==> config.mk <==
export PLATFORM = sky130hd
export DESIGN_NAME = asq_scan_seq
export DESIGN_NICKNAME = d
export VERILOG_FILES = /design/src/rtl/asq_pkg.sv /design/src/rtl/asq_scan_seq.sv /design/src/rtl/asq_conv_timer.sv
export SDC_FILE = /design/constraint.sdc
export NUM_CORES = 1
export LEC_CHECK = 0
export BUFFER_PORTS_ARGS = -buffer_cell sky130_fd_sc_hd__buf_2
export CELL_PAD_IN_SITES_DETAIL_PLACEMENT = 0
export CELL_PAD_IN_SITES_GLOBAL_PLACEMENT = 1
export CORE_MARGIN = 2
export CORE_UTILIZATION = 49
export DETAILED_ROUTE_END_ITERATION = 12
export GPL_TIMING_DRIVEN = 0
export PLACE_DENSITY_LB_ADDON = 0.1
export RECOVER_POWER = 25
export SETUP_SLACK_MARGIN = 0.5
export SLEW_MARGIN = 0
export SYNTH_ARGS = -nofsm -noshare
export SYNTH_HDL_FRONTEND = slang
export SYNTH_SLANG_ARGS = --single-unit
export TNS_END_PERCENT = 30
==> constraint.sdc <==
create_clock -name core_clk_in -period 4.99 [get_ports core_clk_in]
set_input_delay 0.499 -clock core_clk_in [delete_from_list [all_inputs] [get_ports core_clk_in]]
set_output_delay 0.499 -clock core_clk_in [all_outputs]
set_load 0.01 [all_outputs]
==> src/rtl/asq_pkg.sv <==
// Package with register map, field positions and timing tables for the scan sequencer.
package asq_pkg;
    // Special function register byte addresses.
    localparam logic [10:0] ASQ_CTRL_ADDR  = 11'h43E;
    localparam logic [10:0] ASQ_MASK_ADDR  = 11'h43F;
    localparam logic [10:0] ASQ_TIME_ADDR  = 11'h4B9;
    // Reset values.
    localparam logic [7:0]  ASQ_CTRL_RST   = 8'h00;
    localparam logic [7:0]  ASQ_MASK_RST   = 8'h00;
    localparam logic [7:0]  ASQ_TIME_RST   = 8'h00;
    // Field positions in converter_control.
    localparam int          ASQ_DONE_BIT   = 0;
    localparam int          ASQ_START_BIT  = 1;
    localparam int          ASQ_MODE_BIT   = 2;
    // Width of the timing code field taken from the timing register.
    localparam int          ASQ_TIME_W     = 4;
    // Sampling length in oscillator clocks per timing code, code 0 lowest.
    localparam logic [7:0] ASQ_SAMPLE_TBL [16] = '{
        8'h04, 8'h06, 8'h08, 8'h08, 8'h0A, 8'h0C, 8'h18, 8'h0E,
        8'h0E, 8'h10, 8'h12, 8'h20, 8'h14, 8'h14, 8'h16, 8'h18};
    // Total conversion length in oscillator clocks per timing code.
    localparam logic [7:0] ASQ_CONV_TBL [16] = '{
        8'h46, 8'h4E, 8'h52, 8'h62, 8'h66, 8'h6A, 8'h76, 8'h66,
        8'h7E, 8'h82, 8'h86, 8'h94, 8'h8A, 8'h98, 8'hAC, 8'hB0};
    // Channel count and result width.
    localparam int          ASQ_CHANNELS   = 8;
    localparam int          ASQ_RES_W      = 8;
endpackage

==> src/rtl/asq_scan_seq.sv <==
// Scan sequencer top: registers, channel walk, result capture, irq request.
`timescale 1ns/10ps
// How it works
// Request irq on flag when enabled, higher priority.
// Only software clears the completion flag.
// Control bit 2 picks continuous or single.
// Writing start bit one begins the scan.
// Start bit stays set while converting.
// Start while running is ignored.
// Clearing start bit aborts the scan.
// Completion flag set after all selected converted.
// Software keeps reserved bits at zero.
// Mask bit n enables channel n.
// Timing code is timing register low nibble.
// Sampling length comes from the code table.
// Conversion length comes from the code table.
// Codes 6 and B double sampling time.
// Unselected channels are skipped.
// Result stored in converted channel's register.
// Continuous mode repeats; flag after first pass.
// Channels visited in ascending order.
// Empty mask ends scan at once with flag.
module asq_scan_seq
    import asq_pkg::*;
(
    input  wire logic                  core_clk_in,
    input  wire logic                  sys_rst_in,
    input  wire logic [10:0]           sfr_addr_in,
    input  wire logic                  sfr_wr_in,
    input  wire logic [7:0]            sfr_wdata_in,
    input  wire logic                  sfr_rd_in,
    output logic      [7:0]            sfr_rdata_out,
    input  wire logic                  converter_irq_enable_in,
    input  wire logic                  global_irq_enable_in,
    input  wire logic [3:0]            irq_priority_in,
    input  wire logic [3:0]            running_priority_mask_in,
    input  wire logic [3:0]            pending_priority_in,
    input  wire logic                  cmp_in,
    output logic      [2:0]            mux_sel_out,
    output logic                       sample_out,
    output logic      [7:0]            sar_code_out,
    output logic      [7:0]            result_we_out,
    output logic      [ASQ_RES_W-1:0]  channel_result_out,
    output logic                       irq_req_out,
    output logic                       busy_out
);
    typedef enum logic [1:0] {
        ASQ_IDLE,
        ASQ_PICK,
        ASQ_CONV
    } asq_state_t;

    typedef struct packed {
        asq_state_t  state;
        logic [7:0]  ctrl;
        logic [7:0]  mask;
        logic [7:0]  timing;
        logic [2:0]  chan;
        logic [7:0]  sar;
        logic [7:0]  trial;
        logic [7:0]  code;
        logic [7:0]  rdata;
        logic [7:0]  we;
        logic [7:0]  res;
        logic        smp;
        logic        irq;
        logic        go;
    } asq_top_t;

    asq_top_t st_q;
    asq_top_t st_d;

    logic timer_smp;
    logic timer_done;
    logic sar_step;

    // Result width must fit the successive approximation register.
    if (ASQ_RES_W != 8 || ASQ_CHANNELS != 8) begin : g_bad_width
        $error("asq_scan_seq supports eight 8-bit channels only");
    end

    asq_conv_timer u_timer (
        .core_clk_in  (core_clk_in),
        .sys_rst_in   (sys_rst_in),
        .go_in        (st_q.go),
        .abort_in     (st_q.state == ASQ_IDLE),
        .code_in      (st_q.timing[ASQ_TIME_W-1:0]),
        .sampling_out (timer_smp),
        .done_out     (timer_done)
    );

    // One trial bit per clock after sampling; eight trials fit any code.
    assign sar_step = (st_q.state == ASQ_CONV) && !timer_smp
                      && !st_q.go && (st_q.trial != 8'h00);

    // Lowest selected channel at or above a start point.
    function automatic logic [3:0] next_chan(input logic [7:0] m,
                                             input logic [3:0] from);
        logic [3:0] r;
        r = 4'h8;
        for (int i = 7; i >= 0; i--) begin
            if (m[i] && (4'(i) >= from)) begin
                r = 4'(i);
            end
        end
        return r;
    endfunction

    // Register access, scan walk and request logic.
    always_comb begin
        logic       start_wr;
        logic       stop_wr;
        logic [3:0] nxt;
        logic       pass_end;
        start_wr = 1'b0;
        stop_wr  = 1'b0;
        nxt      = 4'h8;
        pass_end = 1'b0;
        st_d     = st_q;
        st_d.we  = 8'h00;
        st_d.go  = 1'b0;
        st_d.smp = timer_smp;
        // Register writes.
        if (sfr_wr_in) begin
            case (sfr_addr_in)
                ASQ_CTRL_ADDR: begin
                    st_d.ctrl[7:3] = sfr_wdata_in[7:3];
                    st_d.ctrl[ASQ_MODE_BIT] =
                        sfr_wdata_in[ASQ_MODE_BIT];
                    st_d.ctrl[ASQ_DONE_BIT] = st_q.ctrl[ASQ_DONE_BIT]
                        & sfr_wdata_in[ASQ_DONE_BIT];
                    start_wr = sfr_wdata_in[ASQ_START_BIT]
                        && !st_q.ctrl[ASQ_START_BIT];
                    stop_wr  = !sfr_wdata_in[ASQ_START_BIT]
                        && st_q.ctrl[ASQ_START_BIT];
                end
                ASQ_MASK_ADDR: begin
                    st_d.mask = sfr_wdata_in;
                end
                ASQ_TIME_ADDR: begin
                    st_d.timing = sfr_wdata_in;
                end
                default: begin
                end
            endcase
        end
        // Scan state machine.
        case (st_q.state)
            ASQ_IDLE: begin
                if (start_wr) begin
                    st_d.ctrl[ASQ_START_BIT] = 1'b1;
                    st_d.chan  = 3'h0;
                    st_d.state = ASQ_PICK;
                end
            end
            ASQ_PICK: begin
                nxt = next_chan(st_q.mask, {1'b0, st_q.chan});
                if (st_q.mask == 8'h00) begin
                    st_d.ctrl[ASQ_START_BIT] = 1'b0;
                    pass_end   = 1'b1;
                    st_d.state = ASQ_IDLE;
                end else if (nxt[3]) begin
                    pass_end = 1'b1;
                    st_d.chan = 3'h0;
                    if (!st_q.ctrl[ASQ_MODE_BIT]) begin
                        st_d.ctrl[ASQ_START_BIT] = 1'b0;
                        st_d.state = ASQ_IDLE;
                    end
                end else begin
                    st_d.chan  = nxt[2:0];
                    st_d.sar   = 8'h00;
                    st_d.trial = 8'h80;
                    st_d.go    = 1'b1;
                    st_d.state = ASQ_CONV;
                end
            end
            ASQ_CONV: begin
                if (sar_step) begin
                    st_d.sar   = (st_q.sar | st_q.trial)
                                 & (cmp_in ? 8'hFF : ~st_q.trial);
                    st_d.trial = st_q.trial >> 1;
                end
                if (timer_done) begin
                    st_d.we[st_q.chan] = 1'b1;
                    st_d.res   = st_q.sar;
                    st_d.state = ASQ_PICK;
                    st_d.chan = st_q.chan + 3'h1;
                    if (st_q.chan == 3'h7) begin
                        // Wrap means the pass is over; flag it here, as the mask walk does when no higher channel is selected.
                        st_d.chan  = 3'h0;
                        st_d.state = ASQ_PICK;
                        pass_end   = 1'b1;
                        if (!st_q.ctrl[ASQ_MODE_BIT]) begin
                            st_d.ctrl[ASQ_START_BIT] = 1'b0;
                            st_d.state = ASQ_IDLE;
                        end
                    end
                end
            end
            default: begin
                st_d.state = ASQ_IDLE;
            end
        endcase
        // Software stop aborts any conversion in flight.
        if (stop_wr) begin
            st_d.ctrl[ASQ_START_BIT] = 1'b0;
            st_d.state = ASQ_IDLE;
        end
        // Hardware set wins over a software clear in the same cycle.
        if (pass_end) begin
            st_d.ctrl[ASQ_DONE_BIT] = 1'b1;
        end
        // Interrupt request, arbitrated against priority inputs.
        st_d.irq = st_q.ctrl[ASQ_DONE_BIT] && converter_irq_enable_in
            && global_irq_enable_in
            && (irq_priority_in > running_priority_mask_in)
            && (irq_priority_in > pending_priority_in);
        // Read data, reserved timing bits read as zero.
        case (sfr_addr_in)
            ASQ_CTRL_ADDR: st_d.rdata = st_q.ctrl;
            ASQ_MASK_ADDR: st_d.rdata = st_q.mask;
            ASQ_TIME_ADDR: st_d.rdata = {4'h0, st_q.timing[3:0]};
            default:       st_d.rdata = 8'h00;
        endcase
        if (!sfr_rd_in) begin
            st_d.rdata = st_q.rdata;
        end
        // Trial code is registered so the converter sees a clean flop.
        st_d.code = st_d.sar | st_d.trial;
    end

    // State register.
    always_ff @(posedge core_clk_in or posedge sys_rst_in) begin
        if (sys_rst_in) begin
            st_q        <= '0;
            st_q.state  <= ASQ_IDLE;
            st_q.ctrl   <= ASQ_CTRL_RST;
            st_q.mask   <= ASQ_MASK_RST;
            st_q.timing <= ASQ_TIME_RST;
        end else begin
            st_q <= st_d;
        end
    end

    // Outputs straight from flip-flops.
    assign sfr_rdata_out      = st_q.rdata;
    assign mux_sel_out        = st_q.chan;
    assign sample_out         = st_q.smp;
    assign sar_code_out       = st_q.code;
    assign result_we_out      = st_q.we;
    assign channel_result_out = st_q.res;
    assign irq_req_out        = st_q.irq;
    assign busy_out           = st_q.ctrl[ASQ_START_BIT];

    // Flag never falls without a software write.
    done_sticky_a: assert property (@(posedge core_clk_in)
        disable iff (sys_rst_in)
        $fell(st_q.ctrl[ASQ_DONE_BIT]) |-> $past(sfr_wr_in)
        && $past(sfr_addr_in) == ASQ_CTRL_ADDR)
        else $error("completion flag cleared by hardware");
    // Start while running leaves channel untouched.
    start_ignored_a: assert property (@(posedge core_clk_in)
        disable iff (sys_rst_in)
        (st_q.state == ASQ_CONV && !timer_done && sfr_wr_in
         && sfr_addr_in == ASQ_CTRL_ADDR
         && sfr_wdata_in[ASQ_START_BIT]) |=> $stable(st_q.chan))
        else $error("running scan restarted");
    // Stop write aborts within one cycle.
    stop_abort_a: assert property (@(posedge core_clk_in)
        disable iff (sys_rst_in)
        (busy_out && sfr_wr_in && sfr_addr_in == ASQ_CTRL_ADDR
         && !sfr_wdata_in[ASQ_START_BIT])
        |=> st_q.state == ASQ_IDLE && !busy_out)
        else $error("stop did not abort scan");
    // Irq follows flag and enables one cycle later.
    irq_gate_a: assert property (@(posedge core_clk_in)
        disable iff (sys_rst_in)
        irq_req_out |-> $past(st_q.ctrl[ASQ_DONE_BIT])
        && $past(global_irq_enable_in)
        && $past(converter_irq_enable_in))
        else $error("irq without enabled flag");
    // Result written only for a selected channel.
    skip_unsel_a: assert property (@(posedge core_clk_in)
        disable iff (sys_rst_in)
        (result_we_out != 8'h00) |-> (result_we_out & ~st_q.mask) == 8'h00
        || $changed(st_q.mask))
        else $error("unselected channel converted");
    // Sequencer out of idle implies the start bit is still set.
    busy_state_a: assert property (@(posedge core_clk_in)
        disable iff (sys_rst_in)
        (st_q.state != ASQ_IDLE) |-> busy_out)
        else $error("start bit low while scanning");
    // Empty mask ends at once with flag.
    empty_mask_a: assert property (@(posedge core_clk_in)
        disable iff (sys_rst_in)
        (st_q.state == ASQ_PICK && st_q.mask == 8'h00 && !sfr_wr_in)
        |=> !busy_out && st_q.ctrl[ASQ_DONE_BIT])
        else $error("empty mask scan not ended");
    // Continuous mode keeps running after a pass.
    cont_keep_a: assert property (@(posedge core_clk_in)
        disable iff (sys_rst_in)
        (st_q.state == ASQ_CONV && timer_done && st_q.ctrl[ASQ_MODE_BIT]
         && !sfr_wr_in) |=> busy_out)
        else $error("continuous scan stopped");
endmodule // asq_scan_seq

==> src/rtl/asq_conv_timer.sv <==
// One conversion timer: sample phase then remaining conversion clocks.
`timescale 1ns/10ps
module asq_conv_timer
    import asq_pkg::*;
(
    input  wire logic                  core_clk_in,
    input  wire logic                  sys_rst_in,
    input  wire logic                  go_in,
    input  wire logic                  abort_in,
    input  wire logic [ASQ_TIME_W-1:0] code_in,
    output logic                       sampling_out,
    output logic                       done_out
);
    typedef struct packed {
        logic [7:0] cnt;
        logic [7:0] samp;
        logic       busy;
        logic       smp;
        logic       done;
    } asq_tmr_t;

    asq_tmr_t st_q;
    asq_tmr_t st_d;

    // Load the table lengths on go, then count down to the done pulse.
    always_comb begin
        st_d      = st_q;
        st_d.done = 1'b0;
        if (abort_in) begin
            st_d.busy = 1'b0;
            st_d.smp  = 1'b0;
        end else if (go_in && !st_q.busy) begin
            st_d.busy = 1'b1;
            st_d.smp  = 1'b1;
            st_d.cnt  = ASQ_CONV_TBL[code_in] - 8'h01;
            st_d.samp = ASQ_CONV_TBL[code_in]
                        - ASQ_SAMPLE_TBL[code_in];
        end else if (st_q.busy) begin
            if (st_q.cnt == st_q.samp) begin
                st_d.smp = 1'b0;
            end
            if (st_q.cnt == 8'h00) begin
                st_d.busy = 1'b0;
                st_d.done = 1'b1;
            end else begin
                st_d.cnt = st_q.cnt - 8'h01;
            end
        end
    end

    // State register.
    always_ff @(posedge core_clk_in or posedge sys_rst_in) begin
        if (sys_rst_in) begin
            st_q <= '0;
        end else begin
            st_q <= st_d;
        end
    end

    assign sampling_out = st_q.smp;
    assign done_out     = st_q.done;
endmodule // asq_conv_timer

==> metrics.csv, run 1 <==
metric,value,unit
root buf cell,clkbuf_16,
via count,4590,
largest family of logic cells by synthesized area,simple AND/OR/NAND/NOR gates,
worst reg2reg startpoint,st_q[55]$_DFFE_PP0P_,
compound-cell area share of the yosys netlist,0.167,
fin area,0.00664,sq mm
max-capacitance violation count,1,
Synth Area in Simple Gates,0.186,
Initial DRC Count,162,
Final Critical Period,3.36,ns
CP Class,register to register,
Hold Worst Slack,0.375,ns
Synth Area in Adders,0.0643,
Clock Path Buffers,2,
Core Region,0.0115,sq mm
Max Fclk,298,MHz
fin crit share,0.673,
status,"finished, violations left",
cts-stage hold buffer count,0,
DRC,0,
Num CTS Buffers,9,
Worst R2R Path Depth,12,
"commonest non-fill, non-tap cell in the layout",dfrtp_1,
clock skew,0.00708,ns
critical path peak fanout,7,
RSZ-0062 raised after global routing,no,
Pleak,3.30,nW
Yosys reg bits,94,
mux share of post-synthesis cell area,0.0656,
sequential element share of the synthesized area,0.409,
Diodes inserted,0,
Die X,112,um
Worst Hold Launch,sfr_wdata_in[4],
largest net degree at the start of global routing,54,
Placed Area,0.00633,sq mm
setup violators final,0,
CTS tree,built,
vias in the first global route,4514,
Final Hold Fails,0,
drt wl/cell,15.2,um
Post-synth EDFFs,0,
IO Count,76,
post-CTS sizing,0,
Crit. End Element,register,
failing checks,"capacitance limit, slew limit",
HPWL Detailed,9510,um
Post CTS Setup Buffer Count,0,
Tot Pwr,2.09,mW
PwrDens,315,mW/mm^2
global-route wire length before repair,21900,um
Vias/cell,5.47,
placer congestion estimate,0.839,
critical path's slowest cell,o31ai_1,
Syn Inst Count,604,
Required @ worst endpoint,5.21,ns
most frequent cells in the layout,"dfrtp_1 (94), buf_2 (79), nand2_1 (71)",
clk sinks,94,
drt pass-1 iters,5,
fraction of layout instances using a drive strength above 1,0.263,
total grt overflow,0,
Post-Syn Area,0.00576,sq mm
hold depth,3,
Max rail drop VDD,162,uV
port bufs,75,
nature of the critical path startpoint,register,
Tightest Pin Transition,2.42,ns
XOR/XNOR Fraction of Synth Area,0.0167,
Main synth FF type,dfrtp_1,
Worst EP arrival,3.58,ns
Hold Crit Class,primary input to register,
CTS HTree Levels,3,
fin nets,758,
worst-path cell chain,"inv_1, ha_1, nor2b_1, o31ai_1, inv_1, ha_1, nor2b_1, o21ai_0, a21boi_0, o21ai_0, mux2i_1, nand2_1",
syn avg cell area,9.53,sq um
initial core utilization,0.502,
height of the die,112,um
Worst R2R End,u_timer.st_q[9]$_DFFE_PP0P_,
clk slew on worst S/H paths,0.07,ns
synth unique cells,74,
GRT Resource Usage Total,0.211,
CP max stage delay,0.86,ns
Synth async-reset ratio,1.00,
fin. max-slew vios,53,
clk_lat worst skew,0.34,ns
setup TNS,0,ns
area grow syn2layout,15.2,%
number of placement rows,39,
Max-Slew Margin vs Limit,-0.623,
Post-Route WL,12700,um
area of the die,0.0126,sq mm
antenna violations before repair,0,
Ys Warns,0,
Reg2Reg Setup Slack,1.63,ns
Detail Route Antenna Nets,0,
Syn Nets,671,
Hold Path Sink,st_q[74]$_DFFE_PP0P_,
Filler Cell Count,1073,
flip-flops by register name, summed over array words and instances, names as in the netlist, 3 cells and up:
name / cells
channel_result_out: 8
mux_sel_out: 3
result_we_out: 8
sar_code_out: 8
sfr_rdata_out: 8
st_q: 38
u_timer.st_q: 16
critical path, delay by kind of cell (launching register included):
| kind | cells | cell delay (ns) |
|---|---|---|
| flops | 1 | 0.47 |
| compound gates | 4 | 1.49 |
| buf+inv | 2 | 0.27 |
| fa+ha+maj | 2 | 0.55 |
| mux | 1 | 0.23 |
| simple gates | 3 | 0.25 |
cell families after synthesis:
kind of cell,Yosys count
AO/OA/AOI/OAI,140
buffers and inverters,95
adder cells (fa/ha/maj),29
flip-flops,94
multiplexers,33
AND/OR/NAND/NOR,202
XOR/XNOR,11
worst max path at each step:
stage                              start                            to  slack, ns
floorplan                     sys_rst_in          busy_out$_DFFE_PP0P_       2.04
detailed placement  st_q[55]$_DFFE_PP0P_   u_timer.st_q[9]$_DFFE_PP0P_       1.62
global placement              sys_rst_in  sfr_rdata_out[5]$_DFFE_PP0P_       0.93
finish              st_q[55]$_DFFE_PP0P_   u_timer.st_q[9]$_DFFE_PP0P_       1.63
global route        st_q[55]$_DFFE_PP0P_   u_timer.st_q[9]$_DFFE_PP0P_       1.31
CTS                 st_q[55]$_DFFE_PP0P_   u_timer.st_q[9]$_DFFE_PP0P_       1.60
report_power, final:
group / leakage, nW / internal, mW / switching [mW]
Combinational: 1.87 / 0.209 / 0.311
Clock: 0.143 / 0.406 / 0.300
Sequential: 1.29 / 0.808 / 0.0550
metrics by stage:
stage | util | instances | setup slack, ns
CTS | 0.579 | 839 | 1.60
detailed placement | 0.552 | 823 | 1.62
floorplan | - | 604 | 2.04
global route | 0.579 | 839 | 1.31
finish | 0.579 | 839 | 1.63
global placement | 0.550 | 822 | 0.934
final cells by class:
| cell class | count | area, sq um | share of cell area |
|---|---|---|---|
| sequential | 94 | 2350 | 0.355 |
| buffer | 60 | 393 | 0.0592 |
| inverter | 35 | 133 | 0.0200 |
| timing repair buffer | 76 | 395 | 0.0596 |
| clock inverter | 4 | 55.1 | 0.00830 |
| clock buffer | 12 | 246 | 0.0371 |
| multi-input combinational | 415 | 2880 | 0.434 |
| tap | 143 | 179 | 0.0270 |
metal layers:
layer / part of all wire / vias up / track usage
met5: 0 / - / 0
met4: 0.0093 / 0 / 0.0553
met3: 0.036 / 9 / 0.0324
met2: 0.49 / 93 / 0.347
met1: 0.47 / 2204 / 0.294
li1: - / 2284 / -
cell usage after synthesis, drive strengths merged, types with 3 or more instances:
cell type	instances	share of area
a22o	8	0.012
o21ai	38	0.033
dfrtp	94	0.41
a22oi	9	0.012
xor2	5	0.0076
xnor2	6	0.0091
nand2b	12	0.013
buf	45	0.058
nand3	10	0.0087
nor3	14	0.014
nand2	71	0.046
o31ai	7	0.0091
a31oi	8	0.015
inv	34	0.022
nor3b	3	0.0048
o2111ai	5	0.0076
a21oi	34	0.032
ha	28	0.061
o211ai	3	0.0039
nor2	34	0.022
nand3b	9	0.012
a21boi	4	0.0052
nor2b	11	0.012
a221o	3	0.0052
mux2	28	0.055
and3	7	0.0076
mux2i	4	0.0070
nand4	4	0.0043
clkbuf	15	0.010
nor4	10	0.016
a211oi	4	0.0074
and2	5	0.0059
Power figures use the tool's default switching activity.
==> run 2: changes to the inputs <==
- CORE_UTILIZATION: 49 -> 41
- clock period: 4.99 -> 2.9 ns (I/O delays scaled with it)
==> run 2 against run 1 <==
The run now ends clean. Total power rose by 78%. Critical path depth is the same. Critical endpoint is now u_timer.st_q[10]$_DFFE_PP0P_. Register-to-register slack worse by 1.3 ns.
==> metrics.csv, run 2 (synthesis gave the netlist of run 1 again) <==
metric,value,unit
biggest regs,"st_q (38), u_timer.st_q (16)",
Num CTS Buffers,9,
via count,4764,
CTS HTree Levels,3,
PwrDens,527,mW/mm^2
vias in the first global route,4469,
sequential share of power,0.401,
Worst EP arrival,2.89,ns
"commonest non-fill, non-tap cell in the layout",dfrtp_1,
Max-Slew Margin vs Limit,0.315,
drt pass-1 iters,5,
initial core utilization,0.418,
Final Critical Period,2.61,ns
Die X,123,um
Int Pwr,2.50,mW
DRC,0,
drt wl/cell,15.5,um
Pleak,3.44,nW
largest net degree at the start of global routing,43,
nature of the critical path startpoint,register,
area grow syn2layout,22.2,%
CTS tree,built,
"Most Used Layer, Global Route",met2,
RSZ-0062 raised after global routing,yes,
clk_lat worst skew,0.35,ns
critical path's slowest cell,mux4_2,
HPWL Detailed,10000,um
fraction of layout instances using a drive strength above 1,0.324,
fin nets,785,
number of placement rows,43,
Vias/cell,5.28,
Filler Cell Count,1350,
Hold Worst Slack,0.150,ns
critical path peak fanout,5,
Diodes inserted,0,
root buf cell,clkbuf_16,
setup violators final,0,
final core area utilization,0.511,
M3 GR Usage,0.0307,
Required @ worst endpoint,3.18,ns
met2 GRT Util,0.308,
Crit. End Element,register,
IO Count,76,
Clock Path Buffers,2,
Max Fclk,383,MHz
number of flip-flops in the largest register,38,
CP Class,register to register,
Final Hold Fails,0,
port bufs,75,
height of the die,123,um
fin. max-slew vios,0,
total grt overflow,0,
Post-Route WL,14000,um
clk slew on worst S/H paths,0.07,ns
GR Layer Usage met1,0.257,
Max rail drop VDD,231,uV
Initial DRC Count,349,
CP max stage delay,0.50,ns
area of the die,0.0150,sq mm
max-capacitance violation count,0,
Clock power frac,0.314,
Core Region,0.0138,sq mm
Sw Share,0.326,
most frequent cells in the layout,"dfrtp_1 (91), buf_2 (74), nand2_1 (71)",
status,"finished, final reports clean",
placer congestion estimate,0.782,
Hold Crit Class,primary input to register,
fin crit share,0.900,
worst-path cell chain,"inv_4, ha_4, inv_2, mux4_2, ha_4, fa_2, nor2b_1, o21ai_1, nand2b_1, a211oi_2, xor2_1, o21ai_1",
Largest Register,st_q,
global-route wire length before repair,22400,um
GRT Resource Usage Total,0.190,
Tightest Pin Transition,1.03,ns
antenna violations before repair,0,
clk sinks,94,
Detail Route Antenna Nets,0,
Switch Pwr,1.21,mW
combinational share of power,0.285,
clock skew,0.00757,ns
## run 2: cell types whose count changed in the layout (fill, tap and decap cells not counted), moves of 3 or more
| cell | delta |
|---|---|
| o21ai_0 | -5 |
| ha_1 | -7 |
| buf_2 | -5 |
| inv_1 | -6 |
| inv_4 | +4 |
| o21ai_1 | +5 |
| dfrtp_2 | +3 |
| buf_4 | +23 |
| ha_2 | +3 |
| ha_4 | +4 |
| dfrtp_1 | -3 |
## run 2: timing repair
action / CTS / global route
hold buffers: 1 / 0
hold endpoints to repair: 14 / 0
endpoints found under the setup margin: 17 / 35
setup buffers: 9 / 16
pin swaps: 4 / 13
gates resized for setup: 26 / 28
## run 2: path summary, 6_finish.rpt
check                                                  from                          endpoint  slack (ns)  cells after the start
max                                    st_q[55]$_DFFE_PP0P_      u_timer.st_q[10]$_DFFE_PP0P_        0.29                     12
min                                         sfr_wdata_in[4]              st_q[74]$_DFFE_PP0P_        0.15                      3
max reg2reg                            st_q[55]$_DFFE_PP0P_      u_timer.st_q[10]$_DFFE_PP0P_        0.29                     12
min reg2reg                u_timer.sampling_out$_DFFE_PP0P_              sample_out$_DFF_PP0_        0.47                      0
max in group asynchronous                        sys_rst_in        mux_sel_out[1]$_DFFE_PP0P_        0.86                      5
min in group asynchronous                        sys_rst_in  u_timer.sampling_out$_DFFE_PP0P_        0.53                      3
## run 2: critical path: cells and delay by family (launching register included)
family          cells  cell delay [ns]
xor+xnor            1             0.15
simple gates        2             0.24
fa+ha+maj           3             0.80
buf+inv             2             0.09
mux                 1             0.50
compound gates      3             0.29
flops               1             0.44
## run 2: layer usage
metal	share of wire	vias to the layer above
met4	0.017	0
met3	0.040	17
met2	0.49	110
li1	-	2339
met5	0	-
met1	0.45	2298
## run 2: layout make-up
cell class,instances,area [sq um],share of cell area
repair buffers,103,609,0.0866
clock inverters,4,30.0,0.00427
well taps,180,225,0.0320
inverters,35,143,0.0203
clock buffers,12,256,0.0365
plain buffers,60,419,0.0596
flip-flops and latches,94,2360,0.335
multi-input cells,415,3000,0.426
## run 2: power by group through the flow
stage | clock (mW) | combinational (mW) | sequential [mW]
floorplan | 0 | 0.664 | 1.49
global placement | 0 | 0.893 | 1.51
detailed placement | 0 | 0.907 | 1.51
CTS | 1.19 | 0.918 | 1.49
global route | 1.26 | 1.17 | 1.50
finish | 1.16 | 1.06 | 1.49
## run 2: metrics by stage
step	setup slack [ns]	std cells	TNS (ns)	area (sq um)	power, mW
3_3_place_gp	-0.382	859	-0.709	6360	2.40
2_1_floorplan	0.204	604	0	5760	2.15
6_report	0.291	903	0	7030	3.71
5_1_grt	0.131	903	0	7030	3.93
3_5_place_dp	-0.475	861	-0.960	6400	2.42
4_1_cts	0.240	887	0	6840	3.60
==> run 3: changes to the inputs <==
- clock period: 2.9 -> 2.4 ns (I/O delays scaled with it)
==> run 3 against run 2 <==
The flow now finishes with violations (setup timing). Sequential share of layout area is 2.1 points lower. Hold slack worse by 0.051 ns. Worst setup slack worse by 0.50 ns. Register-to-register slack worse by 0.50 ns. Via count hardly changed. Utilization is 3.4 points higher. Wire length is 0.58% higher. Global-route usage is 0.14 points higher. Cell count is 0.89% higher. Flip-flop and latch count stayed put. Total power is 28% higher. Combinational power is 47% higher.
==> metrics.csv, run 3 (synthesis gave the netlist of run 1 again) <==
metric,value,unit
"commonest non-fill, non-tap cell in the layout",dfrtp_1,
Final Critical Period,2.61,ns
status,"finished, violations left",
GRT Resource Usage Total,0.192,
Vias/cell,5.23,
clk_lat worst skew,0.35,ns
DRC,0,
drt wl/cell,15.4,um
clk slew on worst S/H paths,0.07,ns
area of the die,0.0150,sq mm
biggest regs,"st_q (38), u_timer.st_q (16)",
Required @ worst endpoint,2.67,ns
Die X,123,um
setup TNS,-0.617,ns
clk sinks,94,
Core Region,0.0138,sq mm
Clock Path Buffers,2,
Max-Slew Margin vs Limit,0.323,
RSZ-0062 raised after global routing,yes,
Detail Route Antenna Nets,0,
fin nets,793,
antenna violations before repair,0,
vias in the first global route,4578,
Tightest Pin Transition,1.02,ns
Post-Route WL,14100,um
failing checks,setup timing,
HPWL Detailed,9870,um
worst-path cell chain,"inv_4, ha_4, inv_2, mux4_2, ha_4, fa_2, nor2b_1, o21ai_1, nand2b_1, a211oi_2, xor2_1, o21ai_1",
critical path's slowest cell,mux4_2,
IO Count,76,
fin area,0.00750,sq mm
Hold Crit Class,primary input to register,
pre-CTS worst setup slack,-0.687,ns
via count,4763,
PwrDens,631,mW/mm^2
Num CTS Buffers,9,
Final WS setup,-0.213,ns
Largest Register,st_q,
Initial DRC Count,244,
area grow syn2layout,30.2,%
max-capacitance violation count,0,
fin crit share,1.09,
initial core utilization,0.418,
CTS HTree Levels,3,
nature of the critical path startpoint,register,
fin. max-slew vios,0,
critical path peak fanout,5,
number of placement rows,43,
Max Fclk,383,MHz
CP max stage delay,0.51,ns
Max rail drop VDD,423,uV
total grt overflow,0,
number of flip-flops in the largest register,38,
most frequent cells in the layout,"dfrtp_1 (90), buf_2 (76), nand2_1 (67)",
largest net degree at the start of global routing,43,
Filler Cell Count,1291,
setup violators final,5,
fraction of layout instances using a drive strength above 1,0.406,
drt pass-1 iters,4,
placer congestion estimate,0.788,
root buf cell,clkbuf_16,
Final Hold Fails,0,
Placed Area,0.00641,sq mm
Crit. End Element,register,
Pleak,3.56,nW
clock skew,0.00729,ns
CP Class,register to register,
global-route wire length before repair,22600,um
height of the die,123,um
Diodes inserted,0,
port bufs,75,
Worst EP arrival,2.89,ns
CTS tree,built,
==> run 3: cell types whose count changed in the layout (fill, tap and decap cells not counted), sizes merged <==
cell	change
clkinvlp	+1
buf	+13
clkbuf	-7
inv	+1
==> run 3: metal layers <==
layer  GRT usage  vias to the layer above  wire, um
li1            -                     2349         -
met1       0.254                     2302      6380
met2       0.313                       84      6950
met3      0.0307                       28       432
met4      0.0783                        0       299
met5           0                        -         0
==> run 3: final timing paths <==
| kind | from | to | slack (ns) | cells past startpoint |
|---|---|---|---|---|
| min reg2reg | st_q[76]$_DFFE_PP0P_ | st_q[76]$_DFFE_PP0P_ | 0.48 | 2 |
| max reg2reg | st_q[55]$_DFFE_PP0P_ | u_timer.st_q[10]$_DFFE_PP0P_ | -0.21 | 12 |
| max | st_q[55]$_DFFE_PP0P_ | u_timer.st_q[10]$_DFFE_PP0P_ | -0.21 | 12 |
| min in group asynchronous | sys_rst_in | u_timer.st_q[13]$_DFFE_PP0P_ | 0.50 | 3 |
| max in group asynchronous | sys_rst_in | mux_sel_out[1]$_DFFE_PP0P_ | 0.39 | 5 |
| min | sfr_wdata_in[7] | st_q[77]$_DFFE_PP0P_ | 0.1 | 3 |
==> run 3: timing repair <==
item | 4_1_cts | 5_1_grt
endpoints found under the setup margin | 53 | 55
setup buffers | 25 | 8
hold buffers | 1 | 0
resized for setup | 66 | 90
hold endpoints to repair | 14 | 0
pin swaps | 19 | 47
==> run 3: area by class of cell <==
class / instances / area (sq um) / share of cell area
inverter: 35 / 151 / 0.0202
clock inverter: 6 / 43.8 / 0.00584
multi-input combinational: 415 / 3350 / 0.447
buffer: 60 / 442 / 0.0589
timing repair buffer: 111 / 692 / 0.0923
tap: 180 / 225 / 0.0300
sequential: 94 / 2360 / 0.314
clock buffer: 10 / 239 / 0.0319
==> run 3: through the flow <==
step | instances | hold slack [ns] | utilization | power [mW]
after global placement | 859 | 0.444 | 0.462 | 2.90
final | 911 | 0.0988 | 0.545 | 4.73
after CTS | 903 | 0.0925 | 0.517 | 4.52
after global routing | 911 | 0.118 | 0.545 | 5.03
after detailed placement | 861 | 0.245 | 0.465 | 2.92
after floorplan | 604 | 0.345 | - | 2.60
==> run 3: report_power, final <==
part | switching (mW) | internal [mW]
registers | 0.119 | 1.68
logic | 0.875 | 0.680
clock network | 0.643 | 0.737
total | 1.64 | 3.10
==> run 3: critical path: cells and delay by family, from the launching register on <==
kind / cells / cell delay, ns
fa+ha+maj: 3 / 0.80
mux: 1 / 0.51
flops: 1 / 0.43
compound gates: 3 / 0.31
simple gates: 2 / 0.24
xor+xnor: 1 / 0.15
buf+inv: 2 / 0.09
